[config.mk]
export PLATFORM = sky130hd
export DESIGN_NAME = osd_reset_defaults
export DESIGN_NICKNAME = d
export VERILOG_FILES = /design/src/osd_defaults_pkg.sv /design/src/osd_attr_state.sv /design/src/osd_ctrl_reg.sv /design/src/osd_reset_defaults.sv
export SDC_FILE = /design/constraint.sdc
export NUM_CORES = 1
export LEC_CHECK = 0
export BUFFER_PORTS_ARGS = -buffer_cell sky130_fd_sc_hd__buf_2
export CAP_MARGIN = 20
export CORE_MARGIN = 5
export CORE_UTILIZATION = 41
export DETAILED_ROUTE_END_ITERATION = 7
export GPL_TIMING_DRIVEN = 0
export PLACE_DENSITY = 0.73
export SYNTH_ARGS = -nofsm -noshare
export SYNTH_HDL_FRONTEND = slang
export SYNTH_SLANG_ARGS = --single-unit
[constraint.sdc]
create_clock -name ref_clk -period 1.2 [get_ports ref_clk]
set_input_delay 0.24 -clock ref_clk [delete_from_list [all_inputs] [get_ports ref_clk]]
set_output_delay 0.24 -clock ref_clk [all_outputs]
set_load 0.03 [all_outputs]
[src/osd_defaults_pkg.sv]
// Purpose: Shared constants for the display controller's control and attribute bank.
// Assumes: Register indices and field layouts are internal choices of this design.
// Notes:   Reset values are the power-on defaults of each control field.
package osd_defaults_pkg;

	// Register indices on the plain register port
	localparam logic [2:0] REG_CTRL1  = 3'h0;
	localparam logic [2:0] REG_CTRL2  = 3'h1;
	localparam logic [2:0] REG_CTRL3  = 3'h2;
	localparam logic [2:0] REG_CTRL4  = 3'h3;
	localparam logic [2:0] REG_CTRL5  = 3'h4;
	localparam logic [2:0] REG_BANK   = 3'h5;
	localparam logic [2:0] REG_ATTR   = 3'h6;
	localparam logic [2:0] REG_STATUS = 3'h7;

	// Control register 1: [1:0] scan std, [2] out polarity, [3] enable
	localparam logic [7:0] CTRL1_RST  = 8'h04;
	// Control register 2: [0] hsync pol, [1] vsync pol, [3:2] shadow mode
	localparam logic [7:0] CTRL2_RST  = 8'h04;
	// Control register 3: [1:0] blink rate, [3:2] blink duty
	localparam logic [7:0] CTRL3_RST  = 8'h00;
	// Control register 4: [0] port control
	localparam logic [7:0] CTRL4_RST  = 8'h00;
	// Control register 5: frame colour [0] I, [1] B, [2] G, [3] R
	localparam logic [7:0] CTRL5_RST  = 8'h02;
	// Command bank: [1:0]
	localparam logic [7:0] BANK_RST   = 8'h00;

	localparam logic [7:0] CTRL1_MASK = 8'h0F;
	localparam logic [7:0] CTRL2_MASK = 8'h0F;
	localparam logic [7:0] CTRL3_MASK = 8'h0F;
	localparam logic [7:0] CTRL4_MASK = 8'h01;
	localparam logic [7:0] CTRL5_MASK = 8'h0F;
	localparam logic [7:0] BANK_MASK  = 8'h03;

	// Field positions
	localparam int CTRL1_POL_BIT = 2;
	localparam int CTRL1_EN_BIT  = 3;
	localparam int SCAN_LO_BIT   = 0;
	localparam int SCAN_HI_BIT   = 1;
	localparam int HPOL_BIT      = 0;
	localparam int VPOL_BIT      = 1;
	localparam int SHADOW_LO_BIT = 2;
	localparam int SHADOW_HI_BIT = 3;
	localparam int RATE_LO_BIT   = 0;
	localparam int RATE_HI_BIT   = 1;
	localparam int DUTY_LO_BIT   = 2;
	localparam int DUTY_HI_BIT   = 3;
	localparam int PORT_BIT      = 0;
	localparam int COLOUR_HI_BIT = 3;
	localparam int BANK_LO_BIT   = 0;
	localparam int BANK_HI_BIT   = 1;

	// Shared pin level while reset is held
	localparam logic PIN_RST     = 1'h0;

	// Attribute layout: [3:0] bg colour (I,B,G,R), [4] aux, [6:5] size, [7] end
	localparam logic [3:0] ATTR_BG_RST   = 4'h2;
	localparam logic       ATTR_AUX_RST  = 1'h0;
	localparam logic [1:0] ATTR_SIZE_RST = 2'h0;
	localparam logic       ATTR_END_RST  = 1'h0;

	localparam logic [7:0] READ_IDLE = 8'h00;

endpackage

[src/osd_attr_state.sv]
// Purpose: Internally held display attributes, changed only by display codes.
// Assumes: Code strobes come from the display datapath, one cycle long.
// Notes:   A space code updates aux and background; a return code updates size.
`timescale 1ns/1ps
`default_nettype none

module osd_attr_state
(
	input  wire logic       ref_clk,
	input  wire logic       rst_b,
	input  wire logic       clk_en,
	input  wire logic       space_code,
	input  wire logic       space_aux,
	input  wire logic [3:0] space_bg,
	input  wire logic       return_code,
	input  wire logic [1:0] return_size,
	input  wire logic       end_code,
	input  wire logic       restart,
	output var  logic       aux_attr_out,
	output var  logic [3:0] bg_attr,
	output var  logic       char_size_hi,
	output var  logic       char_size_lo,
	output var  logic       end_attr
);

	logic       next_aux;
	logic [3:0] next_bg;
	logic [1:0] next_size;
	logic       next_end;

	// Attributes change only on their own codes
	always_comb
	begin
		next_aux  = aux_attr_out;
		next_bg   = bg_attr;
		next_size = {char_size_hi, char_size_lo};
		next_end  = end_attr;
		if (space_code)
		begin
			next_aux = space_aux;
			next_bg  = space_bg;
		end
		if (return_code)
			next_size = return_size;
		// Restart of a frame wins so a stale end mark never blocks fetching
		if (end_code)
			next_end = 1'h1;
		if (restart)
			next_end = 1'h0;
	end

	always_ff @(posedge ref_clk or negedge rst_b)
	begin
		if (!rst_b)
		begin
			aux_attr_out <= osd_defaults_pkg::ATTR_AUX_RST;
			bg_attr      <= osd_defaults_pkg::ATTR_BG_RST;
			char_size_hi <= osd_defaults_pkg::ATTR_SIZE_RST[1];
			char_size_lo <= osd_defaults_pkg::ATTR_SIZE_RST[0];
			end_attr     <= osd_defaults_pkg::ATTR_END_RST;
		end
		else if (clk_en)
		begin
			aux_attr_out <= next_aux;
			bg_attr      <= next_bg;
			char_size_hi <= next_size[1];
			char_size_lo <= next_size[0];
			end_attr     <= next_end;
		end
	end

endmodule
`default_nettype wire

[src/osd_ctrl_reg.sv]
// Purpose: One host-writable control register with reset default and bit mask.
// Assumes: Writes are single-cycle strobes synchronous to ref_clk.
// Notes:   Bits outside the mask hold zero so unused bits read as zero.
`timescale 1ns/1ps
`default_nettype none

module osd_ctrl_reg
#(
	parameter logic [7:0] RST_VAL = 8'h00,
	parameter logic [7:0] MASK    = 8'hFF
)
(
	input  wire logic       ref_clk,
	input  wire logic       rst_b,
	input  wire logic       clk_en,
	input  wire logic       wr,
	input  wire logic [7:0] wdata,
	output var  logic [7:0] value
);

	logic [7:0] next_value;

	// Hold the default until a write lands
	always_comb
	begin
		next_value = value;
		if (wr)
			next_value = wdata & MASK;
	end

	// Default loaded while reset is held
	always_ff @(posedge ref_clk or negedge rst_b)
	begin
		if (!rst_b)
			value <= RST_VAL;
		else if (clk_en)
			value <= next_value;
	end

endmodule
`default_nettype wire

[src/osd_reset_defaults.sv]
// Purpose: Control and attribute bank of the on-screen display controller.
// Assumes: Host reaches registers over a plain strobe port; one clock, ref_clk.
// Notes:   Register indices are eight-bit wide words at indices 0 to 7.
//          Unused bits are not stored and read back as zero.
//          Attribute and status indices are read-only; writes to them are dropped.
//          A low clock enable freezes every flop, the read data and the pin included.
//
// Contract
// - Reset clears both scan standard bits, selecting conventional scanning.
// - Reset sets output polarity to one: colour and blank outputs active high.
// - Reset clears display enable; display stays off until host enables.
// - Reset clears hsync input polarity: hsync input active low.
// - Reset clears vsync input polarity: vsync input active low.
// - Reset loads shadow mode high zero, low one: north-west shadowing.
// - Reset clears blink rate bits: blink at vsync rate over sixteen.
// - Reset clears blink duty bits: three to one active ratio.
// - Reset clears port control: shared aux pin is a general output port.
// - Reset sets frame background colour to blue only.
// - Reset clears command bank bits: commands decoded in bank zero.
// - Reset holds aux attribute low until a space code changes it.
// - Reset sets background attribute to blue until a space code changes it.
// - Reset clears character size: single height and width until return code.
// - Reset clears end-of-display: keep fetching next characters.
//
// The placing of the registers and strobed register access were chosen for this implementation.
`timescale 1ns/1ps
`default_nettype none

module osd_reset_defaults
(
	input  wire logic       ref_clk,
	input  wire logic       rst_b,
	input  wire logic       clk_en,
	// Register port
	input  wire logic [2:0] addr,
	input  wire logic [7:0] wdata,
	input  wire logic       wr_stb,
	input  wire logic       rd_stb,
	// Display code strobes and their operands
	input  wire logic       space_code,
	input  wire logic       space_aux,
	input  wire logic [3:0] space_bg,
	input  wire logic       return_code,
	input  wire logic [1:0] return_size,
	input  wire logic       end_code,
	input  wire logic       frame_start,
	// Level for the shared pin in port mode
	input  wire logic       port_data,
	// Read data stand one cycle after the strobe
	output var  logic [7:0] rdata,
	// Host-written control fields
	output var  logic       scan_std_sel_hi,
	output var  logic       scan_std_sel_lo,
	output var  logic       out_polarity,
	output var  logic       osd_enable,
	output var  logic       hsync_in_polarity,
	output var  logic       vsync_in_polarity,
	output var  logic       shadow_mode_hi,
	output var  logic       shadow_mode_lo,
	output var  logic       blink_rate_hi,
	output var  logic       blink_rate_lo,
	output var  logic       blink_duty_hi,
	output var  logic       blink_duty_lo,
	output var  logic       port_ctrl,
	output var  logic [3:0] frame_bg,
	output var  logic       cmd_bank_hi,
	output var  logic       cmd_bank_lo,
	// Attributes changed only by display codes
	output var  logic       aux_attr_out,
	output var  logic [3:0] bg_attr,
	output var  logic       char_size_hi,
	output var  logic       char_size_lo,
	output var  logic       end_attr,
	// Shared auxiliary pin, one cycle behind its source
	output var  logic       shared_aux_pin
);

	// Stored words of the host-written registers
	logic [7:0] ctrl1;
	logic [7:0] ctrl2;
	logic [7:0] ctrl3;
	logic [7:0] ctrl4;
	logic [7:0] ctrl5;
	logic [7:0] bank;
	// Read path and shared pin
	logic [7:0] next_rdata;
	logic       next_pin;
	// Attribute flops held in the code-driven bank
	logic       aux_q;
	logic [3:0] bg_q;
	logic       size_hi_q;
	logic       size_lo_q;
	logic       end_q;

	// One-hot write select, used by every register instance
	// An index with no register matches no instance, so such a write is dropped
	function automatic logic wsel(input logic [2:0] a, input logic [2:0] idx, input logic w);
		wsel = w && (a == idx);
	endfunction

	// Host-written control registers with their power-on defaults
	osd_ctrl_reg #(.RST_VAL(osd_defaults_pkg::CTRL1_RST), .MASK(osd_defaults_pkg::CTRL1_MASK))
	u_ctrl1
	(
		.ref_clk (ref_clk),
		.rst_b   (rst_b),
		.clk_en  (clk_en),
		.wr      (wsel(addr, osd_defaults_pkg::REG_CTRL1, wr_stb)),
		.wdata   (wdata),
		.value   (ctrl1)
	);

	// Sync polarities and shadow mode
	osd_ctrl_reg #(.RST_VAL(osd_defaults_pkg::CTRL2_RST), .MASK(osd_defaults_pkg::CTRL2_MASK))
	u_ctrl2
	(
		.ref_clk (ref_clk),
		.rst_b   (rst_b),
		.clk_en  (clk_en),
		.wr      (wsel(addr, osd_defaults_pkg::REG_CTRL2, wr_stb)),
		.wdata   (wdata),
		.value   (ctrl2)
	);

	// Blink rate and duty
	osd_ctrl_reg #(.RST_VAL(osd_defaults_pkg::CTRL3_RST), .MASK(osd_defaults_pkg::CTRL3_MASK))
	u_ctrl3
	(
		.ref_clk (ref_clk),
		.rst_b   (rst_b),
		.clk_en  (clk_en),
		.wr      (wsel(addr, osd_defaults_pkg::REG_CTRL3, wr_stb)),
		.wdata   (wdata),
		.value   (ctrl3)
	);

	// Port or display function of the shared pin
	osd_ctrl_reg #(.RST_VAL(osd_defaults_pkg::CTRL4_RST), .MASK(osd_defaults_pkg::CTRL4_MASK))
	u_ctrl4
	(
		.ref_clk (ref_clk),
		.rst_b   (rst_b),
		.clk_en  (clk_en),
		.wr      (wsel(addr, osd_defaults_pkg::REG_CTRL4, wr_stb)),
		.wdata   (wdata),
		.value   (ctrl4)
	);

	// Frame shadowing background colour
	osd_ctrl_reg #(.RST_VAL(osd_defaults_pkg::CTRL5_RST), .MASK(osd_defaults_pkg::CTRL5_MASK))
	u_ctrl5
	(
		.ref_clk (ref_clk),
		.rst_b   (rst_b),
		.clk_en  (clk_en),
		.wr      (wsel(addr, osd_defaults_pkg::REG_CTRL5, wr_stb)),
		.wdata   (wdata),
		.value   (ctrl5)
	);

	// Command bank select
	osd_ctrl_reg #(.RST_VAL(osd_defaults_pkg::BANK_RST), .MASK(osd_defaults_pkg::BANK_MASK))
	u_bank
	(
		.ref_clk (ref_clk),
		.rst_b   (rst_b),
		.clk_en  (clk_en),
		.wr      (wsel(addr, osd_defaults_pkg::REG_BANK, wr_stb)),
		.wdata   (wdata),
		.value   (bank)
	);

	// Attributes that only display codes can change
	// Frame start clears the end mark so every frame fetches from its first code
	osd_attr_state u_attr
	(
		.ref_clk      (ref_clk),
		.rst_b        (rst_b),
		.clk_en       (clk_en),
		.space_code   (space_code),
		.space_aux    (space_aux),
		.space_bg     (space_bg),
		.return_code  (return_code),
		.return_size  (return_size),
		.end_code     (end_code),
		.restart      (frame_start),
		.aux_attr_out (aux_q),
		.bg_attr      (bg_q),
		.char_size_hi (size_hi_q),
		.char_size_lo (size_lo_q),
		.end_attr     (end_q)
	);

	// Control register 1: scan standard, output polarity and enable
	// Polarity also steers the shared pin while it carries the attribute
	always_comb
	begin
		scan_std_sel_hi = ctrl1[osd_defaults_pkg::SCAN_HI_BIT];
		scan_std_sel_lo = ctrl1[osd_defaults_pkg::SCAN_LO_BIT];
		out_polarity    = ctrl1[osd_defaults_pkg::CTRL1_POL_BIT];
		osd_enable      = ctrl1[osd_defaults_pkg::CTRL1_EN_BIT];
	end

	// Control register 2: sync input polarities and shadow mode
	always_comb
	begin
		hsync_in_polarity = ctrl2[osd_defaults_pkg::HPOL_BIT];
		vsync_in_polarity = ctrl2[osd_defaults_pkg::VPOL_BIT];
		shadow_mode_lo    = ctrl2[osd_defaults_pkg::SHADOW_LO_BIT];
		shadow_mode_hi    = ctrl2[osd_defaults_pkg::SHADOW_HI_BIT];
	end

	// Control register 3: blink rate and duty
	// Only the settings live here; the blink timer belongs to the display path
	always_comb
	begin
		blink_rate_lo = ctrl3[osd_defaults_pkg::RATE_LO_BIT];
		blink_rate_hi = ctrl3[osd_defaults_pkg::RATE_HI_BIT];
		blink_duty_lo = ctrl3[osd_defaults_pkg::DUTY_LO_BIT];
		blink_duty_hi = ctrl3[osd_defaults_pkg::DUTY_HI_BIT];
	end

	// Control register 4: function of the shared pin
	always_comb
	begin
		port_ctrl = ctrl4[osd_defaults_pkg::PORT_BIT];
	end

	// Control register 5: frame shadowing background colour
	always_comb
	begin
		frame_bg = ctrl5[osd_defaults_pkg::COLOUR_HI_BIT:0];
	end

	// Command bank select
	always_comb
	begin
		cmd_bank_lo = bank[osd_defaults_pkg::BANK_LO_BIT];
		cmd_bank_hi = bank[osd_defaults_pkg::BANK_HI_BIT];
	end

	// Code-driven attributes, copied from the flops of the attribute bank
	// Software can read these bits but has no way to write them
	always_comb
	begin
		aux_attr_out = aux_q;
		bg_attr      = bg_q;
		char_size_hi = size_hi_q;
		char_size_lo = size_lo_q;
		end_attr     = end_q;
	end

	// Read mux; the idle value between reads keeps stale data off the bus
	// Indices 0 to 5 echo the stored words, masked bits reading as zero
	always_comb
	begin
		next_rdata = osd_defaults_pkg::READ_IDLE;
		if (rd_stb)
		begin
			unique case (addr)
				osd_defaults_pkg::REG_CTRL1:  next_rdata = ctrl1;
				osd_defaults_pkg::REG_CTRL2:  next_rdata = ctrl2;
				osd_defaults_pkg::REG_CTRL3:  next_rdata = ctrl3;
				osd_defaults_pkg::REG_CTRL4:  next_rdata = ctrl4;
				osd_defaults_pkg::REG_CTRL5:  next_rdata = ctrl5;
				osd_defaults_pkg::REG_BANK:   next_rdata = bank;
				// Attribute word mirrors the code-driven flops for diagnostics
				osd_defaults_pkg::REG_ATTR:   next_rdata = {end_q, size_hi_q, size_lo_q, aux_q, bg_q};
				// Status shows the pin as driven, not as seen on the board
				osd_defaults_pkg::REG_STATUS: next_rdata = {7'h00, shared_aux_pin};
			endcase
		end
	end

	// Port mode drives plain data; display mode drives the aux attribute in polarity
	always_comb
	begin
		if (ctrl4[osd_defaults_pkg::PORT_BIT])
			next_pin = aux_q ~^ ctrl1[osd_defaults_pkg::CTRL1_POL_BIT];
		else
			next_pin = port_data;
	end

	// Read data stand only in the cycle after the strobe
	// A frozen clock enable keeps the last word on the bus
	always_ff @(posedge ref_clk or negedge rst_b)
	begin
		if (!rst_b)
			rdata <= osd_defaults_pkg::READ_IDLE;
		else if (clk_en)
			rdata <= next_rdata;
	end

	// Registered so the pin cannot glitch while the mode bit changes
	// The cost is one cycle of delay behind port data or the attribute
	always_ff @(posedge ref_clk or negedge rst_b)
	begin
		if (!rst_b)
			shared_aux_pin <= osd_defaults_pkg::PIN_RST;
		else if (clk_en)
			shared_aux_pin <= next_pin;
	end

endmodule
`default_nettype wire

==> results by group, run 1 <==
Cells and area
  • Most frequent cells in the layout: 56 x buf_2, 29 x dfrtp_1, 18 x mux2_2
  • # nets final: 234
  • Most common cell after layout, fill and taps aside: buf_2
  • Fin util: 55.9%
  • Fraction of layout cells with a size suffix above 1: 55.1%
  • Area Growth Syn to Fin: 32.2%
  • N_diodes: 0

Global route
  • Largest net degree at the start of global routing: 37
  • Final global-route overflow total: 0
  • Total GRT Usage: 16.3%
  • Initial antenna violation count: 0
  • Global-route wire length before repair: 6640 microns
  • Vias in the first global route: 1363

Synth
  • Sequential area share after synthesis: 54.0%
  • Net count after synthesis: 164
  • Yosys cell types: 31
  • Syn avg cell area: 12.3 sq um
  • Syn Std Cell Area: 1680 sq um
  • Post-synthesis register bit count: 36
  • Synth Instances: 136
  • Post-synth EDFFs: 0
  • Main synth FF type: dfrtp_1
  • Ys Warns: 0
  • Async SR Flop Fraction: 100%

STA
  • Fin. Hold Viols: 0
  • Relative slew slack: 47.1%
  • RSZ-0062 raised after global routing: true
  • Count of final setup violators: 1
  • Max-slew violations: 0
  • Worst setup margin: -12.8 ps
  • Fmax: 825 MHz
  • Worst Clk Skew: 12.4 ps
  • WHS: 40.5 ps
  • Crit path time final: 1210 ps
  • Fin Setup TNS: -12.8 ps
  • Least-Margin Pin Slew: 794 ps
  • Final Cycle Share: 101%

Clocking
  • Worst-path clk slew: 70 ps
  • Clk Latency, worst-skew pair: 290 ps
  • CTS Buffer Depth: 2
  • CTS tree: done
  • Clock sinks: 36
  • Clock root buffer: clkbuf_8
  • H-tree Lvls: 2
  • Num CTS Buffers: 5

Placement
  • Final RePlAce weighted congestion: 0.800
  • Post-place setup slack: -331 ps
  • Port bufs: 59

Worst setup path
  • Crit. End Element: primary output
  • CP Buf/Inv Count: 1
  • Worst R2R Start: u_ctrl5.value[1]
  • Req. time, crit path: 960 ps
  • CP max-delay cell: dfstp_2
  • Critical Path Max Stage Delay: 560 ps
  • Critical path arrival: 970 ps
  • Critical-path cell list: buf_6
  • Crit Path Max Fanout: 3
  • Worst setup SP type: register
  • CP Launch Point: u_ctrl5.value[1]
  • Crit path kind: register to primary output
  • CP top delay family: flip-flops

Routing
  • Final WL: 4080 microns
  • DR DRC count: 0
  • Wire length per cell: 15.9 microns
  • Vias: 1313
  • First-pass DRT Iterations: 4
  • First DRT Iteration DRCs: 31
  • Vias per cell: 5.11
  • Routed Antenna Nets: 0

Floorplanning
  • Die X-Extent: 74.0 microns
  • Core region area: 3970 sq um
  • Die Y: 74.0 microns
  • I/O pin cnt: 64
  • Initial Utilization: 42.2%
  • Row cnt: 23
  • Die ar.: 5470 sq um

Run
  • Max_cap viols: 0

Pwr
  • Leak: 1.05 nW
  • Tot Pwr: 3.71 mW
  • Maximum vdd ir drop: 1.06 mV
  • P per Cell Area: 1670 nW/um^2

Status
  • Failing checks: negative setup slack
  • Outcome: finished, violations left

Worst hold path
  • HP Class: input pin to asynchronous set/reset pin
## area by class of cell
type	instances	area [sq um]
Timing Repair Buffer	63	350
Sequential cell	36	910
Buffer	5	35.0
Inverter	9	37.5
Clock inverter	1	5.00
Clock buffer	7	76.3
Fill cell	365	1750
Multi-Input combinational cell	86	742
Tap cell	50	62.6
## metrics by stage
step / cells / area [sq um]
2_1_floorplan: 136 / 1680
3_3_place_gp: 245 / 2040
3_5_place_dp: 245 / 2040
4_1_cts: 257 / 2190
5_1_grt: 257 / 2220
6_report: 257 / 2220
## path summary, 6_finish.rpt
| path | to | slack [ps] | depth (start not counted) |
|---|---|---|---|
| setup / recovery | frame_bg[1] | -10 | 1 |
| max in group asynchronous | u_attr.bg_attr[0] | 610 | 1 |
| hold reg to reg | rdata[5] | 510 | 2 |
| setup reg to reg | rdata[1] | 20 | 4 |
| min in group ref_clk | u_attr.end_attr | 140 | 2 |
| hold / removal | u_ctrl1.value[0] | 40 | 1 |
## where the power goes
part | internal (mW) | leakage [nW] | switching (mW)
sequential | 1.45 | 0.438 | 0.174
clock | 0.407 | 0.0422 | 0.404
combinational | 0.523 | 0.572 | 0.749
## state kept, by name, summed over array words and instances, names as in the netlist
| name | count |
|---|---|
| rdata | 8 |
| u_attr.bg_attr | 4 |
| u_ctrl1.value | 4 |
| u_ctrl2.value | 4 |
| u_ctrl3.value | 4 |
| u_ctrl5.value | 4 |
| u_bank.value | 2 |
| shared_aux_pin | 1 |
| u_attr.aux_attr_out | 1 |
| u_attr.char_size_hi | 1 |
| u_attr.char_size_lo | 1 |
| u_attr.end_attr | 1 |
| u_ctrl4.value | 1 |
## logic make-up (layout without fill, tap and decap cells)
family          Yosys count  after routing  synth area share, %
buf+inv                  14             85                 3.95
flops                    36             36                 54.0
mux                      29             29                 21.1
xor+xnor                  1              1                0.522
compound gates           28             28                 11.6
simple gates             28             28                 8.88
## cell usage after synthesis (2+ instances only)
cell	n	share of area (%)
nand2_1	7	1.6
dfrtp_1	32	48
a21oi_1	4	1.2
o21ai_0	5	1.5
nor2b_1	5	1.9
a22oi_1	2	0.89
dfstp_2	4	6.3
o211ai_1	4	1.8
a221oi_1	3	1.6
o22a_1	2	1.0
mux2_2	19	13
nor2_1	7	1.6
inv_1	9	2.0
mux2_4	8	7.2
nand3_1	2	0.60
or3_4	2	1.3
mux2i_1	2	1.2
buf_2	2	0.60
o22ai_1	4	1.5
a2bb2oi_1	2	1.0
## routing by layer
layer  part of all wire, %  vias to the layer above  track usage, %  wire (microns)
li1                      -                      629               -               -
met1                    44                      627            21.6            1800
met2                    46                       52            25.1            1890
met3                   8.1                        5            5.00             331
met4                   1.5                        0            6.04              61
met5                     0                        -               0               0
## repair_timing
action | CTS | global route
gates resized for setup | 10 | 7
setup endpoints to repair | 9 | 11
buffers inserted | 4 | 0
hold buffers | 0 | 0
pin swaps | 0 | 5
No activity file was read; power rests on OpenSTA's default activity.
==> run 2: changes to the inputs <==
Settings changed: CAP_MARGIN 20 to not set, RECOVER_POWER set to 25, SLEW_MARGIN set to 20.
==> run 2 against run 1 <==
- the run still ends with negative setup slack left
- die area unchanged
- final cell count unchanged
- total power barely moved
- hold slack improved by 31 ps
- critical path depth did not move
- largest power group unchanged
- global-route usage unchanged
- critical path type unchanged
- utilization did not move
- clock-buffer cell count unchanged
- first-iteration DRC count unchanged
- setup slack is the same
- register-to-register slack barely moved
==> results by group, run 2 (synthesis gave the netlist of run 1 again) <==
Status
  • Outcome: finished, violations left
  • Failing checks: negative setup slack

STA
  • Worst setup margin: -12.8 ps
  • RSZ-0062 raised after global routing: true
  • Fin. Hold Viols: 0
  • Least-Margin Pin Slew: 889 ps
  • Crit path time final: 1210 ps
  • Max-slew violations: 0
  • Count of final setup violators: 1
  • Relative slew slack: 40.8%
  • Fin Setup TNS: -12.8 ps
  • Final Cycle Share: 101%
  • Worst Clk Skew: 12.4 ps
  • Fmax: 825 MHz

Clocking
  • CTS tree: done
  • CTS Buffer Depth: 2
  • Num CTS Buffers: 5
  • Post-CTS Hold Buffers: 0
  • Worst-path clk slew: 70 ps
  • Clock root buffer: clkbuf_8
  • Clk Latency, worst-skew pair: 290 ps
  • H-tree Lvls: 2
  • Clock sinks: 36

Cells and area
  • Fill count: 365
  • N_diodes: 0
  • Multi-input logic area: 742 sq um
  • Biggest register: rdata
  • Max reg flops: 8
  • Most common cell after layout, fill and taps aside: buf_2
  • Sequential Area: 910 sq um
  • # nets final: 234
  • Fraction of layout cells with a size suffix above 1: 55.1%
  • Area Growth Syn to Fin: 32.2%
  • Most frequent cells in the layout: 55 x buf_2, 29 x dfrtp_1, 18 x mux2_2

Worst setup path
  • Crit. End Element: primary output
  • Req. time, crit path: 960 ps
  • CP max-delay cell: dfstp_2
  • Crit Path Max Fanout: 3
  • CP top delay family: flip-flops
  • Worst setup SP type: register
  • Critical path arrival: 970 ps
  • Crit path kind: register to primary output
  • Critical Path Max Stage Delay: 560 ps
  • CP Buf/Inv Count: 1
  • Critical-path cell list: buf_6

Run
  • Max_cap viols: 0

Routing
  • DR top layer: met4
  • First-pass DRT Iterations: 4
  • Final WL: 4080 microns
  • Routed Antenna Nets: 0
  • Met2 WL: 1890 microns
  • M1 WL: 1800 microns
  • First DRT Iteration DRCs: 31
  • Vias per cell: 5.11
  • Vias: 1313
  • Met3 WL: 330 microns
  • Wire length per cell: 15.9 microns
  • DR DRC count: 0

Global route
  • Largest net degree at the start of global routing: 37
  • Vias in the first global route: 1363
  • Global-route wire length before repair: 6640 microns
  • Initial antenna violation count: 0
  • Total GRT Usage: 16.3%
  • Final global-route overflow total: 0

Floorplanning
  • Die ar.: 5470 sq um
  • Die X-Extent: 74.0 microns
  • Row cnt: 23
  • Initial Utilization: 42.2%
  • Die Y: 74.0 microns
  • I/O pin cnt: 64
  • Core region area: 3970 sq um

Pwr
  • Maximum vdd ir drop: 1.06 mV
  • Leak: 1.05 nW
  • P per Cell Area: 1670 nW/um^2

Placement
  • Post-place setup slack: -331 ps
  • Final RePlAce weighted congestion: 0.800
  • Port bufs: 59

Worst hold path
  • HP Class: input pin to asynchronous set/reset pin
[run 2: cell count changes in the layout (fill, tap and decap cells not counted)]
| cell | delta |
|---|---|
| buf_2 | -1 |
| clkbuf_2 | +1 |
[run 2: metal layers]
metal  vias to the layer above  track usage, %
met5                         -               0
met4                         0            6.04
met3                         5            5.00
met2                        52            25.1
met1                       627            21.6
li1                        629               -
[run 2: stage by stage]
stage,area (sq um),hold slack (ps),utilization [%],power [mW],cells
2_1_floorplan,1680,-55.6,-,2.41,136
3_3_place_gp,2040,365,51.4,2.79,245
3_5_place_dp,2040,374,51.4,2.82,245
4_1_cts,2190,66.0,55.1,3.73,257
5_1_grt,2220,128,55.9,3.91,257
6_report,2220,71.1,55.9,3.71,257
[run 2: final timing paths]
path                                      from                end  slack (ps)  cells past startpoint
max                           u_ctrl5.value[1]        frame_bg[1]         -10                      1
min                                      rst_b   u_ctrl1.value[0]          70                      1
max reg2reg                   u_ctrl5.value[1]           rdata[1]          20                      4
min reg2reg                u_attr.char_size_lo           rdata[5]         510                      2
max in group asynchronous                rst_b  u_attr.bg_attr[0]         520                      1
min in group ref_clk               frame_start    u_attr.end_attr         140                      2
[run 2: what timing repair did]
item | 4_1_cts | 5_1_grt
pin swaps | 0 | 5
gates resized for setup | 10 | 7
endpoints found under the setup margin | 9 | 11
setup buffers | 4 | 0
hold endpoints to repair | 0 | 0
[run 2: layout make-up]
type | count | share of cell area, %
Timing Repair Buffer | 63 | 15.8
Buffer | 5 | 1.58
Clock buffer | 7 | 3.44
Clock inverter | 1 | 0.226
Tap cell | 50 | 2.82
Multi-Input combinational cell | 86 | 33.4
Sequential cell | 36 | 41.0
Inverter | 9 | 1.69
[run 2: report_power, final]
group	switching, mW	internal [mW]	total, mW
Sequential	0.174	1.45	1.62
Combinational	0.749	0.523	1.27
Clock	0.404	0.407	0.811
Total	1.33	2.38	3.71
==> run 3: changes to the inputs <==
--- a/config.mk
+++ b/config.mk
@@ -10,2 +10,3 @@
 export CORE_UTILIZATION = 41
+export CTS_BUF_LIST = sky130_fd_sc_hd__clkbuf_4 sky130_fd_sc_hd__clkbuf_8
 export DETAILED_ROUTE_END_ITERATION = 7
@@ -18 +19,2 @@
 export SYNTH_SLANG_ARGS = --single-unit
+export TNS_END_PERCENT = 30
==> constraint.sdc (replaced) <==
create_clock -name ref_clk -period 1.2 [get_ports ref_clk]
set_input_delay 0.12 -clock ref_clk [delete_from_list [all_inputs] [get_ports ref_clk]]
set_output_delay 0.12 -clock ref_clk [all_outputs]
set_load 0.03 [all_outputs]
==> run 3 against run 2 <==
- the flow now finishes without violations
- combinational power is 10% lower
- fmax is 4.4% higher
- setup slack improved by 51 ps
- critical endpoint is now bg_attr[1]
- first-iteration DRC count grew 32%
- wire length is 4.2% lower
- non-clock buffer count is 2 lower
- sequential power barely moved
==> results by group, run 3 (synthesis gave the netlist of run 1 again) <==
Placement
  • Port bufs: 59
  • Cell Count Post-Placement: 245
  • Final RePlAce weighted congestion: 0.792
  • Dpl hpwl: 2990 microns

STA
  • Crit path time final: 1160 ps
  • Final Cycle Share: 96.8%
  • Max-slew violations: 0
  • RSZ-0062 raised after global routing: true
  • Relative slew slack: 48.4%
  • Worst Clk Skew: 6.74 ps
  • Fmax: 861 MHz
  • Count of final setup violators: 0
  • Least-Margin Pin Slew: 775 ps
  • Fin. Hold Viols: 0

Cells and area
  • Biggest register: rdata
  • # nets final: 232
  • Fraction of layout cells with a size suffix above 1: 48.8%
  • Most frequent cells in the layout: 56 x buf_2, 29 x dfrtp_1, 19 x mux2_2
  • N_diodes: 0
  • Most common cell after layout, fill and taps aside: buf_2
  • Fill count: 367
  • Multi-input logic area: 691 sq um
  • Area Growth Syn to Fin: 28.3%
  • Sequential Area: 910 sq um
  • Post-layout instance count excluding filler cells: 255
  • Max reg flops: 8

Routing
  • Final WL: 3910 microns
  • Vias per cell: 5.05
  • Wire length per cell: 15.3 microns
  • First DRT Iteration DRCs: 41
  • First-pass DRT Iterations: 5
  • DR DRC count: 0
  • Vias: 1289
  • Routed Antenna Nets: 0

Pwr
  • Reg power frac: 43.6%
  • Pint: 2.43 mW
  • Leak: 1.02 nW
  • Clock power frac: 25.8%
  • P per Cell Area: 1740 nW/um^2
  • Maximum vdd ir drop: 0.917 mV
  • NetSw: 1.31 mW
  • Combinational power share: 30.6%
  • Tot Pwr: 3.74 mW
  • Switching share of power: 34.9%

Global route
  • Initial antenna violation count: 0
  • Largest net degree at the start of global routing: 37
  • Final global-route overflow total: 0
  • Vias in the first global route: 1333
  • Total GRT Usage: 15.7%
  • Global-route wire length before repair: 6420 microns

Clocking
  • CTS tree: done
  • Clock sinks: 36
  • Worst-path clk slew: 70 ps
  • CTS Buffer Depth: 2
  • Post-CTS Setup Inserts: 0
  • H-tree Lvls: 2
  • Clock root buffer: clkbuf_8
  • Num CTS Buffers: 5
  • Clk Latency, worst-skew pair: 290 ps

Worst setup path
  • Critical-path cell list: clkbuf_4
  • Crit path kind: register to primary output
  • Critical Path Max Stage Delay: 560 ps
  • CP Buf/Inv Count: 1
  • Crit. End Element: primary output
  • Req. time, crit path: 1080 ps
  • Crit Path Max Fanout: 3
  • Register-to-register setup slack: 50 ps
  • CP top delay family: flip-flops
  • CP max-delay cell: dfstp_2
  • Worst setup SP type: register
  • Critical path arrival: 1040 ps

Status
  • Outcome: complete, no violations

Floorplanning
  • Core region area: 3970 sq um
  • Die Y: 74.0 microns
  • I/O pin cnt: 64
  • Die ar.: 5470 sq um
  • Initial Utilization: 42.2%
  • Die X-Extent: 74.0 microns
  • Row cnt: 23

Worst hold path
  • HP Class: input pin to register

Run
  • Max_cap viols: 0
-- run 3: cell types whose count changed in the layout (fill, tap and decap cells not counted), sizes merged --
cell | before | now
dlygate4sd3 | 0 | 2
clkbuf | 9 | 13
inv | 8 | 9
buf | 66 | 59
clkinvlp | 1 | 0
clkinv | 1 | 0
-- run 3: final cells by class --
cell class,instances,share of cell area [%]
Sequential cell,36,42.2
Multi-Input combinational cell,86,32.1
Timing Repair Buffer,61,14.9
Clock buffer,8,4.82
Tap cell,50,2.91
Inverter,9,1.57
Buffer,5,1.51
-- run 3: what timing repair did --
action,CTS,global route
gates resized for setup,2,2
cloned,0,0
pin swaps,0,1
hold buffers,2,0
endpoints found under the setup margin,2,4
hold endpoints to repair,33,0
-- run 3: worst paths after layout --
path | start | end | cells past startpoint
worst max-delay path | u_attr.bg_attr[1] | bg_attr[1] | 1
worst min-delay path | space_aux | u_attr.aux_attr_out | 2
worst max register to register | shared_aux_pin | rdata[0] | 3
worst min register to register | u_attr.char_size_hi | rdata[6] | 2
max in group asynchronous | rst_b | u_ctrl4.value[0] | 2
min in group asynchronous | rst_b | u_attr.end_attr | 2
-- run 3: power by group through the flow --
stage	Sequential, mW	Clock [mW]	Combinational [mW]
after floorplan	2.05	0	0.363
after global placement	1.65	0	1.14
after detailed placement	1.65	0	1.15
after CTS	1.63	0.993	1.17
after global routing	1.66	1.05	1.23
final	1.63	0.967	1.14
-- run 3: through the flow --
stage               cell area, sq um  hold WS [ps]  utilization (%)  TNS (ps)  worst slack (ps)
floorplan                       1680          -176                -         0              20.5
global placement                2040           247             51.4     -1560              -189
detailed placement              2040           244             51.4     -1800              -199
CTS                             2170          41.6             54.7         0              20.8
global route                    2150          48.3             54.2     -11.3             -5.77
finish                          2150          51.1             54.2         0              38.1
-- run 3: worst reg2reg max path, delay by kind of cell (launching register included) --
kind | cells | cell delay [ps]
AOI/OAI and AO/OA | 2 | 320
DFF | 1 | 420
muxes | 1 | 270
-- run 3: metal layers --
layer,track usage (%),up-vias,part of all wire (%)
met5,0,-,0
li1,-,622,-
met3,6.08,6,9.0
met1,21.5,615,46
met4,6.24,0,1.5
met2,22.2,46,43
